--- src/common/sebf_defs.svh ---
/*
  constants of the serial memory bus front end: register offsets, status
  field positions, reset values, address word layout and timing counts.
  assumes: included by bare name, definitions only.
*/
`ifndef SEBF_DEFS_SVH
`define SEBF_DEFS_SVH

`define SEBF_OFF_CTRL      12'h000
`define SEBF_OFF_STATUS    12'h004
`define SEBF_OFF_RXDATA    12'h008
`define SEBF_OFF_TXDATA    12'h00c

`define SEBF_CTRL_EN_BIT   0
`define SEBF_CTRL_RST      1'b1

`define SEBF_STS_STANDBY   0
`define SEBF_STS_BUSY      1
`define SEBF_STS_ACTIVE    2
`define SEBF_STS_READ      3
`define SEBF_STS_TOP       4
`define SEBF_STS_WP        5
`define SEBF_STS_RXV       6

`define SEBF_TYPE_CODE     4'ha
`define SEBF_WORD_BITS     4'h8
`define SEBF_LAST_OUT_BIT  4'h7
`define SEBF_ADDR_WORDS    2'h2
`define SEBF_WR_FULL       2'h3

`define SEBF_TWR_MS        5
`define SEBF_CLK_KHZ       125000
`define SEBF_TWR_CYCLES    (`SEBF_TWR_MS * `SEBF_CLK_KHZ)
`define SEBF_BUSY_W        20

`endif

--- src/common/sebf_pkg.sv ---
/*
  types of the serial memory bus front end: serial states, pin group and
  the state record of the core.
  assumes: sebf_defs.svh is on the include path.
*/
package sebf_pkg;
  `include "sebf_defs.svh"

  typedef enum logic [2:0] {
    SEBF_ST_IDLE = 3'b000,
    SEBF_ST_ADDR = 3'b001,
    SEBF_ST_AACK = 3'b010,
    SEBF_ST_WR   = 3'b011,
    SEBF_ST_WACK = 3'b100,
    SEBF_ST_RD   = 3'b101,
    SEBF_ST_RACK = 3'b110
  } sebf_state_e;

  typedef struct packed {
    logic scl;
    logic sda;
    logic cs_hi;
    logic cs_lo;
    logic wp;
  } sebf_pins_s;

  typedef struct packed {
    sebf_state_e             st;
    logic [3:0]              bit_cnt;
    logic [7:0]              sh;
    logic                    rd;
    logic                    top;
    logic [1:0]              wr_words;
    logic                    mack;
    logic [`SEBF_BUSY_W-1:0] busy_cnt;
    logic                    enable;
    logic [7:0]              tx;
    logic [7:0]              rx;
    logic                    rx_valid;
    logic                    scl_q;
    logic                    sda_q;
    logic                    sda_oe;
    logic                    sda_out;
    logic [31:0]             prdata;
    logic                    pready;
    logic                    pslverr;
  } sebf_core_s;
endpackage : sebf_pkg

--- src/sebf_sync.sv ---
/*
  two-stage synchroniser for a group of asynchronous levels.
  assumes: inputs are quasi-static or single-bit meaningful; q is read only
  by logic in the pclk domain.
*/
`timescale 1ns/1ps
module sebf_sync #(
  parameter int W = 1
) (
  input  wire logic         pclk,
  input  wire logic         presetn,
  input  wire logic [W-1:0] d,
  output logic      [W-1:0] q
);
  typedef struct packed {
    logic [W-1:0] s1;
    logic [W-1:0] s2;
  } sebf_sync_s;

  sebf_sync_s r;
  sebf_sync_s r_nxt;

  always_comb begin
    r_nxt    = r;
    r_nxt.s1 = d;
    r_nxt.s2 = r.s1;
  end

  always_ff @(posedge pclk or negedge presetn) begin
    if (!presetn) begin
      r <= '0;
    end else begin
      r <= r_nxt;
    end
  end

  assign q = r.s2;
endmodule : sebf_sync

--- src/sebf_front_end.sv ---
/*
  two-wire serial memory target front end with an apb register port:
  start/stop detection, 8-bit shifting with ninth-clock acknowledge,
  device address decode, write protect, self-timed write interval.
  assumes: pclk 125 MHz far above the serial clock; pads give the
  open-drain wire and pull-downs on select and protect pins.
*/
// The register offsets and register access over APB were chosen for this implementation.
// Notes on behaviour
// master changes data only while clock low
// falling data, clock high, is start
// rising data, clock high, stops transfer
// 8-bit words, acknowledge low in ninth clock
// standby after power-up, read stop, write end
// start, nine clocks, start, stop recovers bus
// address word top nibble is type code
// two select bits compared with select pins
// unconnected select pin counts as low
// seventh address bit is word address top
// eighth address bit one reads, zero writes
// match acknowledges, mismatch returns to standby
// protect pin high blocks array writes
// write interval at most five milliseconds
// sample on clock rise, drive after fall
// no address acknowledge during write interval
// protect pin low allows normal writes
// lines synchronised, edges found on samples
// data line released except ack or read
`timescale 1ns/1ps
`include "sebf_defs.svh"
module sebf_front_end #(
  parameter int WRITE_CYCLES = `SEBF_TWR_CYCLES
) (
  input  wire logic        pclk,
  input  wire logic        presetn,
  input  wire logic        psel,
  input  wire logic        penable,
  input  wire logic        pwrite,
  input  wire logic [11:0] paddr,
  input  wire logic [31:0] pwdata,
  output logic      [31:0] prdata,
  output logic             pready,
  output logic             pslverr,
  input  wire logic        scl_in,
  input  wire logic        sda_in,
  output logic             sda_out,
  output logic             sda_oe,
  input  wire logic        chip_select_bit_low,
  input  wire logic        chip_select_bit_high,
  input  wire logic        write_protect_pin
);
  sebf_pkg::sebf_core_s r;
  sebf_pkg::sebf_core_s r_nxt;
  sebf_pkg::sebf_pins_s pins_raw;
  sebf_pkg::sebf_pins_s s;

  logic scl_rise;
  logic scl_fall;
  logic start_ev;
  logic stop_ev;
  logic addr_ok;
  logic apb_take;
  logic apb_done;
  logic standby;

  // type nibble, select bits against pins; bit 1 is the word address top
  function automatic logic addr_match(input logic [7:0] w,
                                      input logic       hi,
                                      input logic       lo);
    addr_match = (w[7:4] == `SEBF_TYPE_CODE) && (w[3] == hi) && (w[2] == lo);
  endfunction : addr_match

  function automatic logic [31:0] status_word(input sebf_pkg::sebf_core_s c,
                                              input logic                 wp,
                                              input logic                 sb);
    logic [31:0] w;
    w                   = '0;
    w[`SEBF_STS_STANDBY] = sb;
    w[`SEBF_STS_BUSY]    = (c.busy_cnt != '0);
    w[`SEBF_STS_ACTIVE]  = (c.st != sebf_pkg::SEBF_ST_IDLE);
    w[`SEBF_STS_READ]    = c.rd;
    w[`SEBF_STS_TOP]     = c.top;
    w[`SEBF_STS_WP]      = wp;
    w[`SEBF_STS_RXV]     = c.rx_valid;
    status_word          = w;
  endfunction : status_word

  assign pins_raw = '{scl: scl_in, sda: sda_in, cs_hi: chip_select_bit_high,
                      cs_lo: chip_select_bit_low, wp: write_protect_pin};

  // two-flop sampling of every pin
  sebf_sync #(
    .W ($bits(sebf_pkg::sebf_pins_s))
  ) u_sync (
    .pclk    (pclk),
    .presetn (presetn),
    .d       (pins_raw),
    .q       (s)
  );

  // edges and bus conditions from synchronised samples
  assign scl_rise = s.scl & ~r.scl_q;
  assign scl_fall = ~s.scl & r.scl_q;
  // falling data while clock stays high
  assign start_ev = r.sda_q & ~s.sda & s.scl & r.scl_q;
  // rising data while clock stays high
  assign stop_ev  = ~r.sda_q & s.sda & s.scl & r.scl_q;
  // floating select pins read low through the pad pull-downs
  assign addr_ok  = addr_match(r.sh, s.cs_hi, s.cs_lo) && r.enable && (r.busy_cnt == '0);
  // standby when idle and no write interval running
  assign standby  = (r.st == sebf_pkg::SEBF_ST_IDLE) && (r.busy_cnt == '0);
  assign apb_take = psel & penable & ~r.pready;
  assign apb_done = psel & penable & r.pready;

  always_comb begin
    r_nxt         = r;
    r_nxt.scl_q   = s.scl;
    r_nxt.sda_q   = s.sda;
    r_nxt.sda_out = 1'b0;
    r_nxt.pready  = 1'b0;
    r_nxt.pslverr = 1'b0;

    // self-timed write interval counts down to standby
    if (r.busy_cnt != '0) begin
      r_nxt.busy_cnt = r.busy_cnt - 1'b1;
    end

    // register port: answer one cycle into the access phase
    if (apb_take) begin
      r_nxt.pready = 1'b1;
      r_nxt.prdata = '0;
      case (paddr)
        `SEBF_OFF_CTRL: begin
          r_nxt.prdata[`SEBF_CTRL_EN_BIT] = r.enable;
        end
        `SEBF_OFF_STATUS: begin
          r_nxt.prdata = status_word(r, s.wp, standby);
        end
        `SEBF_OFF_RXDATA: begin
          r_nxt.prdata[7:0] = r.rx;
        end
        `SEBF_OFF_TXDATA: begin
          r_nxt.prdata[7:0] = r.tx;
        end
        default: begin
          r_nxt.pslverr = 1'b1;
        end
      endcase
    end
    if (apb_done && pwrite) begin
      if (paddr == `SEBF_OFF_CTRL) begin
        r_nxt.enable = pwdata[`SEBF_CTRL_EN_BIT];
      end
      if (paddr == `SEBF_OFF_TXDATA) begin
        r_nxt.tx = pwdata[7:0];
      end
    end
    // read clears the flag; a byte landing in the same cycle sets it again below
    if (apb_done && !pwrite && (paddr == `SEBF_OFF_RXDATA)) begin
      r_nxt.rx_valid = 1'b0;
    end

    case (r.st)
      sebf_pkg::SEBF_ST_ADDR, sebf_pkg::SEBF_ST_WR: begin
        // capture on the clock rise
        if (scl_rise && (r.bit_cnt < `SEBF_WORD_BITS)) begin
          r_nxt.sh      = {r.sh[6:0], s.sda};
          r_nxt.bit_cnt = r.bit_cnt + 4'h1;
        end
        if (scl_fall && (r.bit_cnt == `SEBF_WORD_BITS)) begin
          r_nxt.bit_cnt = '0;
          if (r.st == sebf_pkg::SEBF_ST_ADDR) begin
            // acknowledge only a matching, idle device
            if (addr_ok) begin
              r_nxt.st       = sebf_pkg::SEBF_ST_AACK;
              r_nxt.sda_oe   = 1'b1;
              // direction bit
              r_nxt.rd       = r.sh[0];
              // word address top bit
              r_nxt.top      = r.sh[1];
              r_nxt.wr_words = '0;
            end else begin
              r_nxt.st = sebf_pkg::SEBF_ST_IDLE;
            end
          end else begin
            r_nxt.rx       = r.sh;
            r_nxt.rx_valid = 1'b1;
            // data words refused while protect pin is high
            if (s.wp && (r.wr_words >= `SEBF_ADDR_WORDS)) begin
              r_nxt.st       = sebf_pkg::SEBF_ST_IDLE;
              r_nxt.wr_words = '0;
            end else begin
              // acknowledge each received word
              r_nxt.st     = sebf_pkg::SEBF_ST_WACK;
              r_nxt.sda_oe = 1'b1;
              if (r.wr_words != `SEBF_WR_FULL) begin
                r_nxt.wr_words = r.wr_words + 2'h1;
              end
            end
          end
        end
      end
      sebf_pkg::SEBF_ST_AACK: begin
        if (scl_fall) begin
          r_nxt.bit_cnt = '0;
          if (r.rd) begin
            // first read bit driven after the fall
            r_nxt.st     = sebf_pkg::SEBF_ST_RD;
            r_nxt.sh     = r.tx;
            r_nxt.sda_oe = ~r.tx[7];
          end else begin
            r_nxt.st     = sebf_pkg::SEBF_ST_WR;
            r_nxt.sda_oe = 1'b0;
          end
        end
      end
      sebf_pkg::SEBF_ST_WACK: begin
        // release at the end of the ninth clock
        if (scl_fall) begin
          r_nxt.st     = sebf_pkg::SEBF_ST_WR;
          r_nxt.sda_oe = 1'b0;
        end
      end
      sebf_pkg::SEBF_ST_RD: begin
        if (scl_fall) begin
          if (r.bit_cnt == `SEBF_LAST_OUT_BIT) begin
            r_nxt.st     = sebf_pkg::SEBF_ST_RACK;
            r_nxt.sda_oe = 1'b0;
          end else begin
            r_nxt.sh      = {r.sh[6:0], 1'b0};
            r_nxt.sda_oe  = ~r.sh[6];
            r_nxt.bit_cnt = r.bit_cnt + 4'h1;
          end
        end
      end
      sebf_pkg::SEBF_ST_RACK: begin
        if (scl_rise) begin
          r_nxt.mack = ~s.sda;
        end
        if (scl_fall) begin
          r_nxt.bit_cnt = '0;
          if (r.mack) begin
            r_nxt.st     = sebf_pkg::SEBF_ST_RD;
            r_nxt.sh     = r.tx;
            r_nxt.sda_oe = ~r.tx[7];
          end else begin
            r_nxt.st = sebf_pkg::SEBF_ST_IDLE;
          end
        end
      end
      default: begin
        r_nxt.sda_oe = 1'b0;
      end
    endcase

    // a start aborts anything and expects an address
    if (start_ev) begin
      r_nxt.st      = sebf_pkg::SEBF_ST_ADDR;
      r_nxt.bit_cnt = '0;
      r_nxt.sda_oe  = 1'b0;
    end else if (stop_ev) begin
      // stop ends the transfer into idle; standby once no write interval runs
      r_nxt.st     = sebf_pkg::SEBF_ST_IDLE;
      r_nxt.sda_oe = 1'b0;
      // a completed unprotected write starts the interval
      if ((r.st == sebf_pkg::SEBF_ST_WR) && (r.wr_words == `SEBF_WR_FULL) &&
          !s.wp && (r.busy_cnt == '0)) begin
        r_nxt.busy_cnt = WRITE_CYCLES[`SEBF_BUSY_W-1:0];
      end
    end
  end

  always_ff @(posedge pclk or negedge presetn) begin
    if (!presetn) begin
      r        <= '0;
      r.enable <= `SEBF_CTRL_RST;
    end else begin
      r <= r_nxt;
    end
  end

  assign prdata  = r.prdata;
  assign pready  = r.pready;
  assign pslverr = r.pslverr;
  assign sda_out = r.sda_out;
  assign sda_oe  = r.sda_oe;
endmodule : sebf_front_end

--- config.mk ---
export PLATFORM = sky130hd
export DESIGN_NAME = sebf_front_end
export DESIGN_NICKNAME = d
export VERILOG_FILES = /design/src/common/sebf_pkg.sv /design/src/sebf_sync.sv /design/src/sebf_front_end.sv
export VERILOG_INCLUDE_DIRS = /design/src /design/src/common
export SDC_FILE = /design/constraint.sdc
export NUM_CORES = 1
export LEC_CHECK = 0
export BUFFER_PORTS_ARGS = -buffer_cell sky130_fd_sc_hd__buf_2
export CORE_UTILIZATION = 61
export CTS_BUF_LIST = sky130_fd_sc_hd__clkbuf_4
export DETAILED_ROUTE_END_ITERATION = 10
export PLACE_DENSITY = 0.95
export SYNTH_ARGS = -nofsm -noshare
export SYNTH_HDL_FRONTEND = slang
export SYNTH_SLANG_ARGS = --single-unit
--- constraint.sdc ---
create_clock -name pclk -period 6.1 [get_ports pclk]
set_input_delay 1.22 -clock pclk [delete_from_list [all_inputs] [get_ports pclk]]
set_output_delay 1.22 -clock pclk [all_outputs]
set_load 0.01 [all_outputs]
# ---- Word level (Yosys, flattened, before mapping)
# Index checks and enable logic that the tools add are counted.
dict set report classes {
  n_bitwise 19
  order_cmp 2
  n_reduce_logical 37
  n_mux 50
  add_sub_neg 3
  eq_ne 38
}
# operator count
set op_table {}
lappend op_table {{two-way mux 20 bit} 4}
lappend op_table {{one-hot mux 12 bit (4 select lines)} 1}
lappend op_table {{two-way mux 15 bit} 3}
lappend op_table {{inequality test 4 bit (second input constant)} 8}
lappend op_table {{== test 12 x 4 -> 1 bit (second input constant)} 2}
lappend op_table {{two-way mux 12 bit} 2}
lappend op_table {{two-way mux 3 bit} 8}
lappend op_table {{one-hot mux 7 bit (3 select lines)} 1}
lappend op_table {{zero test 20 bit} 1}
lappend op_table {{nonzero test 20 bit} 1}
lappend op_table {{subtractor 20 x 1 -> 20 bit (second input constant)} 1}
lappend op_table {{two-way mux 1 bit} 18}
lappend op_table {{inequality test 2 bit (second input constant)} 9}
lappend op_table {{two-way mux 8 bit} 2}
lappend op_table {{AND reduction 8 bit} 2}
lappend op_table {{one-hot mux 3 bit (5 select lines)} 1}
lappend op_table {{logical AND 1 bit} 14}
lappend op_table {{== test 12 x 3 -> 1 bit (second input constant)} 1}
lappend op_table {{zero test 12 bit} 1}
lappend op_table {{two-way mux 2 bit} 6}
lappend op_table {{inequality test 3 bit (second input constant)} 4}
lappend op_table {{AND 1 bit} 11}
lappend op_table {{inequality test 5 bit (second input constant)} 2}
lappend op_table {{== test 3 bit (second input constant)} 3}
lappend op_table {{other kinds (28)} 43}
dict set report totals {
  elab_cells 169
  inputBits 54
  register_bits 81
  out_inout_bits 36
}

# ---- Longest topological paths before layout
# Gate-level depths: netlist (run 1).
dict set report depth {
  word_depth 11
  mapped_depth 9
  depth_no_buf 7
}

# ---- By module
# A second synthesis (run 1) with hierarchy kept.
dict set report hier_totals {
  cells_unflattened 427
  area_unflattened_um2 4330.4
}
# module cells_per_inst seq_area_each_um2 n_inst area_per_inst_um2
set modules_own_cells {}
lappend modules_own_cells {sebf_front_end 412 1778.0 1 4042.6}
lappend modules_own_cells {sebf_sync 15 250.2 1 287.8}

# ---- Worst setup path after synthesis (run 1)
# No wires, ideal clock.
dict set report synth_timing {
  path_kind {in2reg}
  startpoint {in paddr[5]}
  endpoint {reg r[47] (netlist name)}
  path_stages 5
  setup_time_ns 0.125
  n_path_buf 0
  slack_ns 3.027
  required_time_ns 5.975
  arrival_ns 2.948
  path_cell_list {or4_1 > nor4_4 > nand2_1 > nor3_4 > mux2_2}
}
dict set report synth_via {
  elab_chain_cells 2
}
# element line_no
set synth_lines {}
lappend synth_lines {{start, declared} sebf_front_end.sv:39} ;# input wire logic [11:0] paddr,
lappend synth_lines {{== test 12 x 4 -> 1 bit} -}
lappend synth_lines {{AND reduction 2 bit (no line)} -}
lappend synth_lines {{end signal, assigned} sebf_front_end.sv:278} ;# r <= r_nxt;
lappend synth_lines {{end, declared} sebf_front_end.sv:52} ;# sebf_pkg::sebf_core_s r;
# Every way passes these cells.
# A chain may end at the register's enable or synchronous reset.

# ---- Final worst setup path (run 1)
dict set report layout_timing {
  startpoint {in paddr[5]}
  endpoint {reg r[51] (netlist name)}
}
# The elaborated chain is that of the path after synthesis.

==> flow_metrics.py, run 1 <==
metrics = {
    "sta": {
        "tns_ns": 0,
        "tightest_slew_ns": 0.9929,
        "final.setup_skew_ns": 0.01665,
        "setup_viol": 0,
        "finalWorstSetupSlack_ns": 3.152,
        "finalCriticalPeriod_ns": 2.948,
        "slew_viol_final": 0,
        "slew_headroom_pct": 32.90,
        "grt_setup_unrepaired": "false",
        "finalHoldViolCount": 0,
        "post-route-period-util_pct": 48.34,
        "hold_slack_ns": 0.3628,
        "max_freq_mhz": 339.2,
    },
    "setup_path": {
        "r2r_slack_ns": 3.17,
        "cp.arrival_ns": 3.28,
        "endpoint": "r[51]",
        "cp_slowest_stage_delay_ns": 0.56,
        "critPathLaunch": "paddr[5]",
        "r2r_end": "r[85]",
        "cp.required_ns": 6.43,
        "crit_slowest_cell": "or4_1",
        "cp-start-kind": "input pin",
        "r2r-start": "r[94]",
        "crit_type": "in -> reg",
        "crit_path_end_kind": "flip-flop",
        "path_cells": "buf_2, or4_1, nor4_4, nand2_1, nor3_4, mux2_2",
        "r2r_cells": 4,
        "worstPathMaxFanout": 8,
    },
    "detailed_routing": {
        "drc": 0,
        "via_per_inst": 5.978,
        "wl_per_cell_um": 15.81,
        "drt_iter0_markers": 367,
        "drt-total-wl_um": 8727,
        "vias": 3300,
        "antenna_left": 0,
        "drt_first_pass_iters": 5,
    },
    "logic_synthesis": {
        "synth_warnings": 0,
        "ys_ff_latch": 81,
        "synth_area_leaders": "dfrtp_1 46%, mux2_2 7.5%, buf_4 5.7%",
        "yosysUniqueCellTypes": 62,
        "synth.top_cell.area_share_pct": 46.26,
        "synth_edf_count": 0,
        "syn_avg_cell_area_um2": 10.18,
        "yosys_most_used_dff": "dfrtp_1",
        "seq_area_frac_synth_pct": 46.86,
        "synth_cells": 425,
        "ys_async_sr_fraction_pct": 100.0,
        "netlist_area_um2": 4328,
        "yosys.area.top_type": "dfrtp_1",
    },
    "cts": {
        "clk_pin_slew_ns": 0.12,
        "root_buffer": "clkbuf_4",
        "clock-sinks": 81,
        "postCtsSetupRepairBufs": 0,
        "cts_made_buffers": 9,
        "clock_latency_ns": 0.44,
        "hold_buffers": 0,
        "htree_levels": 3,
        "clock_path_buffers": 2,
        "cts.repair.resized": 0,
        "cts_tree": "built",
    },
    "placement": {
        "gp_congestion": 0.9321,
        "io_buffers": 40,
        "place_area_um2": 4415,
        "dp_hpwl_um": 6289,
        "dp_cells": 536,
        "place_ws_ns": 2.702,
    },
    "die": {
        "die_width_um": 86.23,
        "core_area_um2": 6832,
        "initial_core_util_pct": 63.35,
        "num_io_pins": 90,
        "die_y_um": 86.23,
        "row_count": 30,
        "die_area_um2": 7436,
    },
    "final_layout": {
        "multi_input_area_um2": 2023,
        "mostFrequentLayoutCells": "80 x dfrtp_1, 53 x nand2_1, 39 x buf_2",
        "fillers": 495,
        "layout_commonest_cell": "dfrtp_1",
        "design_area_um2": 4534,
        "fin_nets": 510,
        "stdcell_count": 552,
        "drive_above_1_share_pct": 22.59,
        "seqCellArea_um2": 2028,
        "syn2layout_area_growth_pct": 4.770,
        "antennaDiodeCount": 0,
    },
    "global_route": {
        "grt_use_total_pct": 25.44,
        "grt_pass1_wl_um": 14580,
        "grt_max_degree": 82,
        "grt_overflow": 0,
        "antenna_found_initial": 0,
        "grt_pass1_vias": 3161,
    },
    "power": {
        "power.leakage_nw": 2.075,
        "p_per_area_nw_per_um2": 293.6,
        "ir_worst_vdd_uv": 188.9,
    },
    "run_status": {
        "status": "finished clean",
    },
    "job": {
        "drv_cap": 0,
    },
    "hold_path": {
        "hold_class": "reg -> reg",
    },
}
## cell usage after synthesis, types with 3 or more instances
master	number
dfrtp_1	80
nand2_1	53
buf_4	33
mux2_2	29
nor2_1	23
a21oi_1	15
nor3_1	15
o21ai_0	15
inv_1	11
nand3_1	11
clkbuf_1	10
mux2i_1	10
o31ai_1	9
nand4_1	7
nand2b_1	6
ha_1	5
nand3b_1	5
nor2b_1	5
xor2_1	5
xnor2_1	4
a22o_1	3
a31o_2	3
a31oi_1	3
and2_1	3
nor4_1	3
nor4bb_1	3
o21a_1	3
o22ai_1	3
or4_1	3
or4_4	3
## per-stage QoR
step | total power, mW | util [%]
floorplan | 0.9756 | -
global placement | 1.025 | 64.63
detailed placement | 1.058 | 64.63
CTS | 1.333 | 66.37
global route | 1.410 | 66.37
finish | 1.331 | 66.37
## critical path, delay by kind of cell
kind	cells	cell delay, ns
buffers and inverters	1	0.10
muxes	1	0.39
and+or+nand+nor	4	1.57
## per-layer routing
metal,global-route usage (%),vias to the layer above,part of all wire [%]
li1,-,1517,-
met1,33.33,1585,41
met2,40.84,175,49
met3,6.857,23,8.3
met4,9.545,0,2.4
met5,0,-,0
## layout make-up
| cell class | instances | area share (%) |
|---|---|---|
| clock inverters | 6 | 0.9658 |
| repair buffers | 40 | 4.470 |
| flip-flops and latches | 81 | 44.73 |
| multi-input cells | 308 | 44.62 |
| clock buffers | 10 | 1.656 |
| inverters | 11 | 0.9106 |
| well taps | 96 | 2.649 |
## worst min path at each step
| stage | start | endpoint | slack (ns) | cells past startpoint |
|---|---|---|---|---|
| after floorplan | u_sync.r[5] | u_sync.q[0] | 0.33 | 0 |
| after global placement | u_sync.r[7] | u_sync.q[2] | 0.33 | 0 |
| after detailed placement | u_sync.r[9] | u_sync.q[4] | 0.34 | 0 |
| after CTS | u_sync.r[9] | u_sync.q[4] | 0.37 | 0 |
| after global routing | u_sync.r[9] | u_sync.q[4] | 0.37 | 0 |
| final | u_sync.r[9] | u_sync.q[4] | 0.36 | 0 |
## cells by family after synthesis
logic type	synth area share, %
buffers and inverters	8.471
other	0.08665
xor gates and xnor gates	2.197
adders and majority gates	1.446
DFF	46.86
and+or+nand+nor	20.18
AOI/OAI and AO/OA	10.90
muxes	9.858
## state kept, by name, indices dropped and copies added (netlist names)
signal    count
u_sync.q      5
u_sync.r      5
r            60
pready        1
pslverr       1
sda_oe        1
prdata        8
## power breakdown
part	internal, mW	switching (mW)
registers	0.635	0.122
clock network	0.0886	0.189
logic	0.140	0.156
total	0.864	0.467
No activity file was read; power rests on OpenSTA's default activity.
==> run 2, diff against run 1 <==
--- a/config.mk
+++ b/config.mk
@@ -7,10 +7,10 @@
 export NUM_CORES = 1
 export LEC_CHECK = 0
 export BUFFER_PORTS_ARGS = -buffer_cell sky130_fd_sc_hd__buf_2
-export CORE_UTILIZATION = 61
+export CORE_UTILIZATION = 57
 export CTS_BUF_LIST = sky130_fd_sc_hd__clkbuf_4
 export DETAILED_ROUTE_END_ITERATION = 10
-export PLACE_DENSITY = 0.95
+export PLACE_DENSITY = 0.9
 export SYNTH_ARGS = -nofsm -noshare
 export SYNTH_HDL_FRONTEND = slang
 export SYNTH_SLANG_ARGS = --single-unit
==> constraint.sdc (replaced) <==
create_clock -name pclk -period 2.9 [get_ports pclk]
set_input_delay 0.58 -clock pclk [delete_from_list [all_inputs] [get_ports pclk]]
set_output_delay 0.58 -clock pclk [all_outputs]
set_load 0.01 [all_outputs]
==> run 2 against run 1 <==
  * Die area rose by 6.9%
  * Clock power increased by 130%
  * Sequential power grew 110%
  * Register-to-register slack worse by 2.8 ns
  * Hold slack got worse by 0.11 ns
  * Setup slack got worse by 2.8 ns
  * Design area is 1.4% higher
  * Critical path depth decreased by 1
  * Largest cell class is now multi-input combinational cells
==> flow_metrics.py, run 2 (synthesis gave the netlist of run 1 again) <==
metrics = {
    "final_layout": {
        "largest-register": "r",
        "stdcell_count": 560,
        "drive_above_1_share_pct": 22.99,
        "mostFrequentLayoutCells": "80 x dfrtp_1, 53 x nand2_1, 39 x buf_2",
        "final_core_util_pct": 63.07,
        "fillers": 557,
        "antennaDiodeCount": 0,
        "fin_nets": 515,
        "syn2layout_area_growth_pct": 6.273,
        "largest_register_ffs": 60,
        "layout_commonest_cell": "dfrtp_1",
    },
    "detailed_routing": {
        "antenna_left": 0,
        "drc": 0,
        "vias": 3286,
        "drt_first_pass_iters": 8,
        "via_per_inst": 5.868,
        "drt_iter0_markers": 240,
        "drt-total-wl_um": 8483,
        "wl_per_cell_um": 15.15,
    },
    "hold_path": {
        "hp-start": "chip_select_bit_high",
        "hold_class": "in -> reg",
        "whs_path_depth": 1,
    },
    "setup_path": {
        "cp.arrival_ns": 2.88,
        "cp-start-kind": "flip-flop",
        "crit_path_end_kind": "flip-flop",
        "r2r_slack_ns": 0.34,
        "critPathLaunch": "r[59]",
        "r2r_cells": 5,
        "r2r-start": "r[59]",
        "worstPathMaxFanout": 6,
        "crit_type": "reg -> reg",
        "cp.required_ns": 3.22,
    },
    "global_route": {
        "grt_pass1_wl_um": 13340,
        "grt_max_degree": 82,
        "grt_pass1_vias": 2835,
        "antenna_found_initial": 0,
        "grt_overflow": 0,
        "grt_use_total_pct": 22.45,
    },
    "sta": {
        "finalCriticalPeriod_ns": 2.557,
        "finalHoldViolCount": 0,
        "max_freq_mhz": 391.1,
        "final.setup_skew_ns": 0.01643,
        "tns_ns": 0,
        "hold_slack_ns": 0.2558,
        "tightest_slew_ns": 0.9804,
        "slew_viol_final": 0,
        "grt_setup_unrepaired": "false",
        "post-route-period-util_pct": 88.17,
        "slew_headroom_pct": 34.64,
        "setup_viol": 0,
    },
    "power": {
        "swShare_pct": 33.37,
        "power_frac_clock_pct": 22.6,
        "p_sw_uw": 953.5,
        "pwr-share-comb_pct": 21.7,
        "power.leakage_nw": 2.121,
        "p_int_mw": 1.903,
        "seqPwrFrac_pct": 55.7,
        "p_per_area_nw_per_um2": 621.1,
        "ir_worst_vdd_uv": 349.7,
    },
    "cts": {
        "hold_buffers": 0,
        "cts_made_buffers": 9,
        "htree_levels": 3,
        "clk_pin_slew_ns": 0.12,
        "clock-sinks": 81,
        "clock_latency_ns": 0.43,
        "cts_tree": "built",
        "clock_path_buffers": 2,
        "root_buffer": "clkbuf_4",
    },
    "run_status": {
        "status": "finished clean",
    },
    "job": {
        "drv_cap": 0,
    },
    "placement": {
        "dp_hpwl_um": 5965,
        "dp_cells": 544,
        "io_buffers": 40,
        "gp_congestion": 0.9529,
    },
    "die": {
        "row_count": 31,
        "die_area_um2": 7945,
        "initial_core_util_pct": 59.35,
        "die_y_um": 89.14,
        "die_width_um": 89.14,
        "num_io_pins": 90,
        "core_area_um2": 7292,
    },
}
-- run 2: cell type report --
cell class              instances  area (um^2)  share of cell area, %
clock buffers                  10        75.07                  1.632
well taps                      99        123.9                  2.693
multi-input cells             308         2032                  44.18
flip-flops and latches         81         2028                  44.10
clock inverters                 6        58.81                  1.279
repair buffers                 45        240.2                  5.223
inverters                      11        41.29                 0.8977
-- run 2: worst paths after layout --
kind	end
setup / recovery	r[79]
hold / removal	u_sync.r[7]
setup reg to reg	r[79]
hold reg to reg	u_sync.q[0]
max in group asynchronous	r[63]
min in group asynchronous	prdata[5]
-- run 2: critical path, stage by stage, from the launching register on --
cell	delay [ns]
dfrtp_1	0.44
or4_1	0.68
nor4_4	0.41
nand2_1	0.25
nor2_1	0.30
mux2_2	0.37
-- run 2: per-layer routing --
layer,track usage (%),routed length (um)
met1,30.01,3678
met2,35.18,4009
met3,7.018,614
met4,6.926,180
met5,0,0
-- run 2: repair_timing --
| action | in CTS | in global routing |
|---|---|---|
| setup buffers | 0 | 0 |
| resized for setup | 0 | 1 |
| endpoints found under the setup margin | 0 | 1 |
-- run 2: power groups by stage --
stage | Sequential (mW) | Combinational (mW) | Clock (mW)
after floorplan | 1.54 | 0.516 | 0
after global placement | 1.58 | 0.577 | 0
after detailed placement | 1.60 | 0.610 | 0
after CTS | 1.58 | 0.612 | 0.662
after global routing | 1.63 | 0.708 | 0.706
final | 1.59 | 0.620 | 0.645
-- run 2: metrics by stage --
stage,instance area [um^2],total power [mW],setup slack (ns)
after detailed placement,4457,2.209,0.2465
after global routing,4599,3.039,0.2332
final,4599,2.857,0.3430
after floorplan,4418,2.052,0.4669
after CTS,4591,2.854,0.1859
after global placement,4457,2.160,0.3040
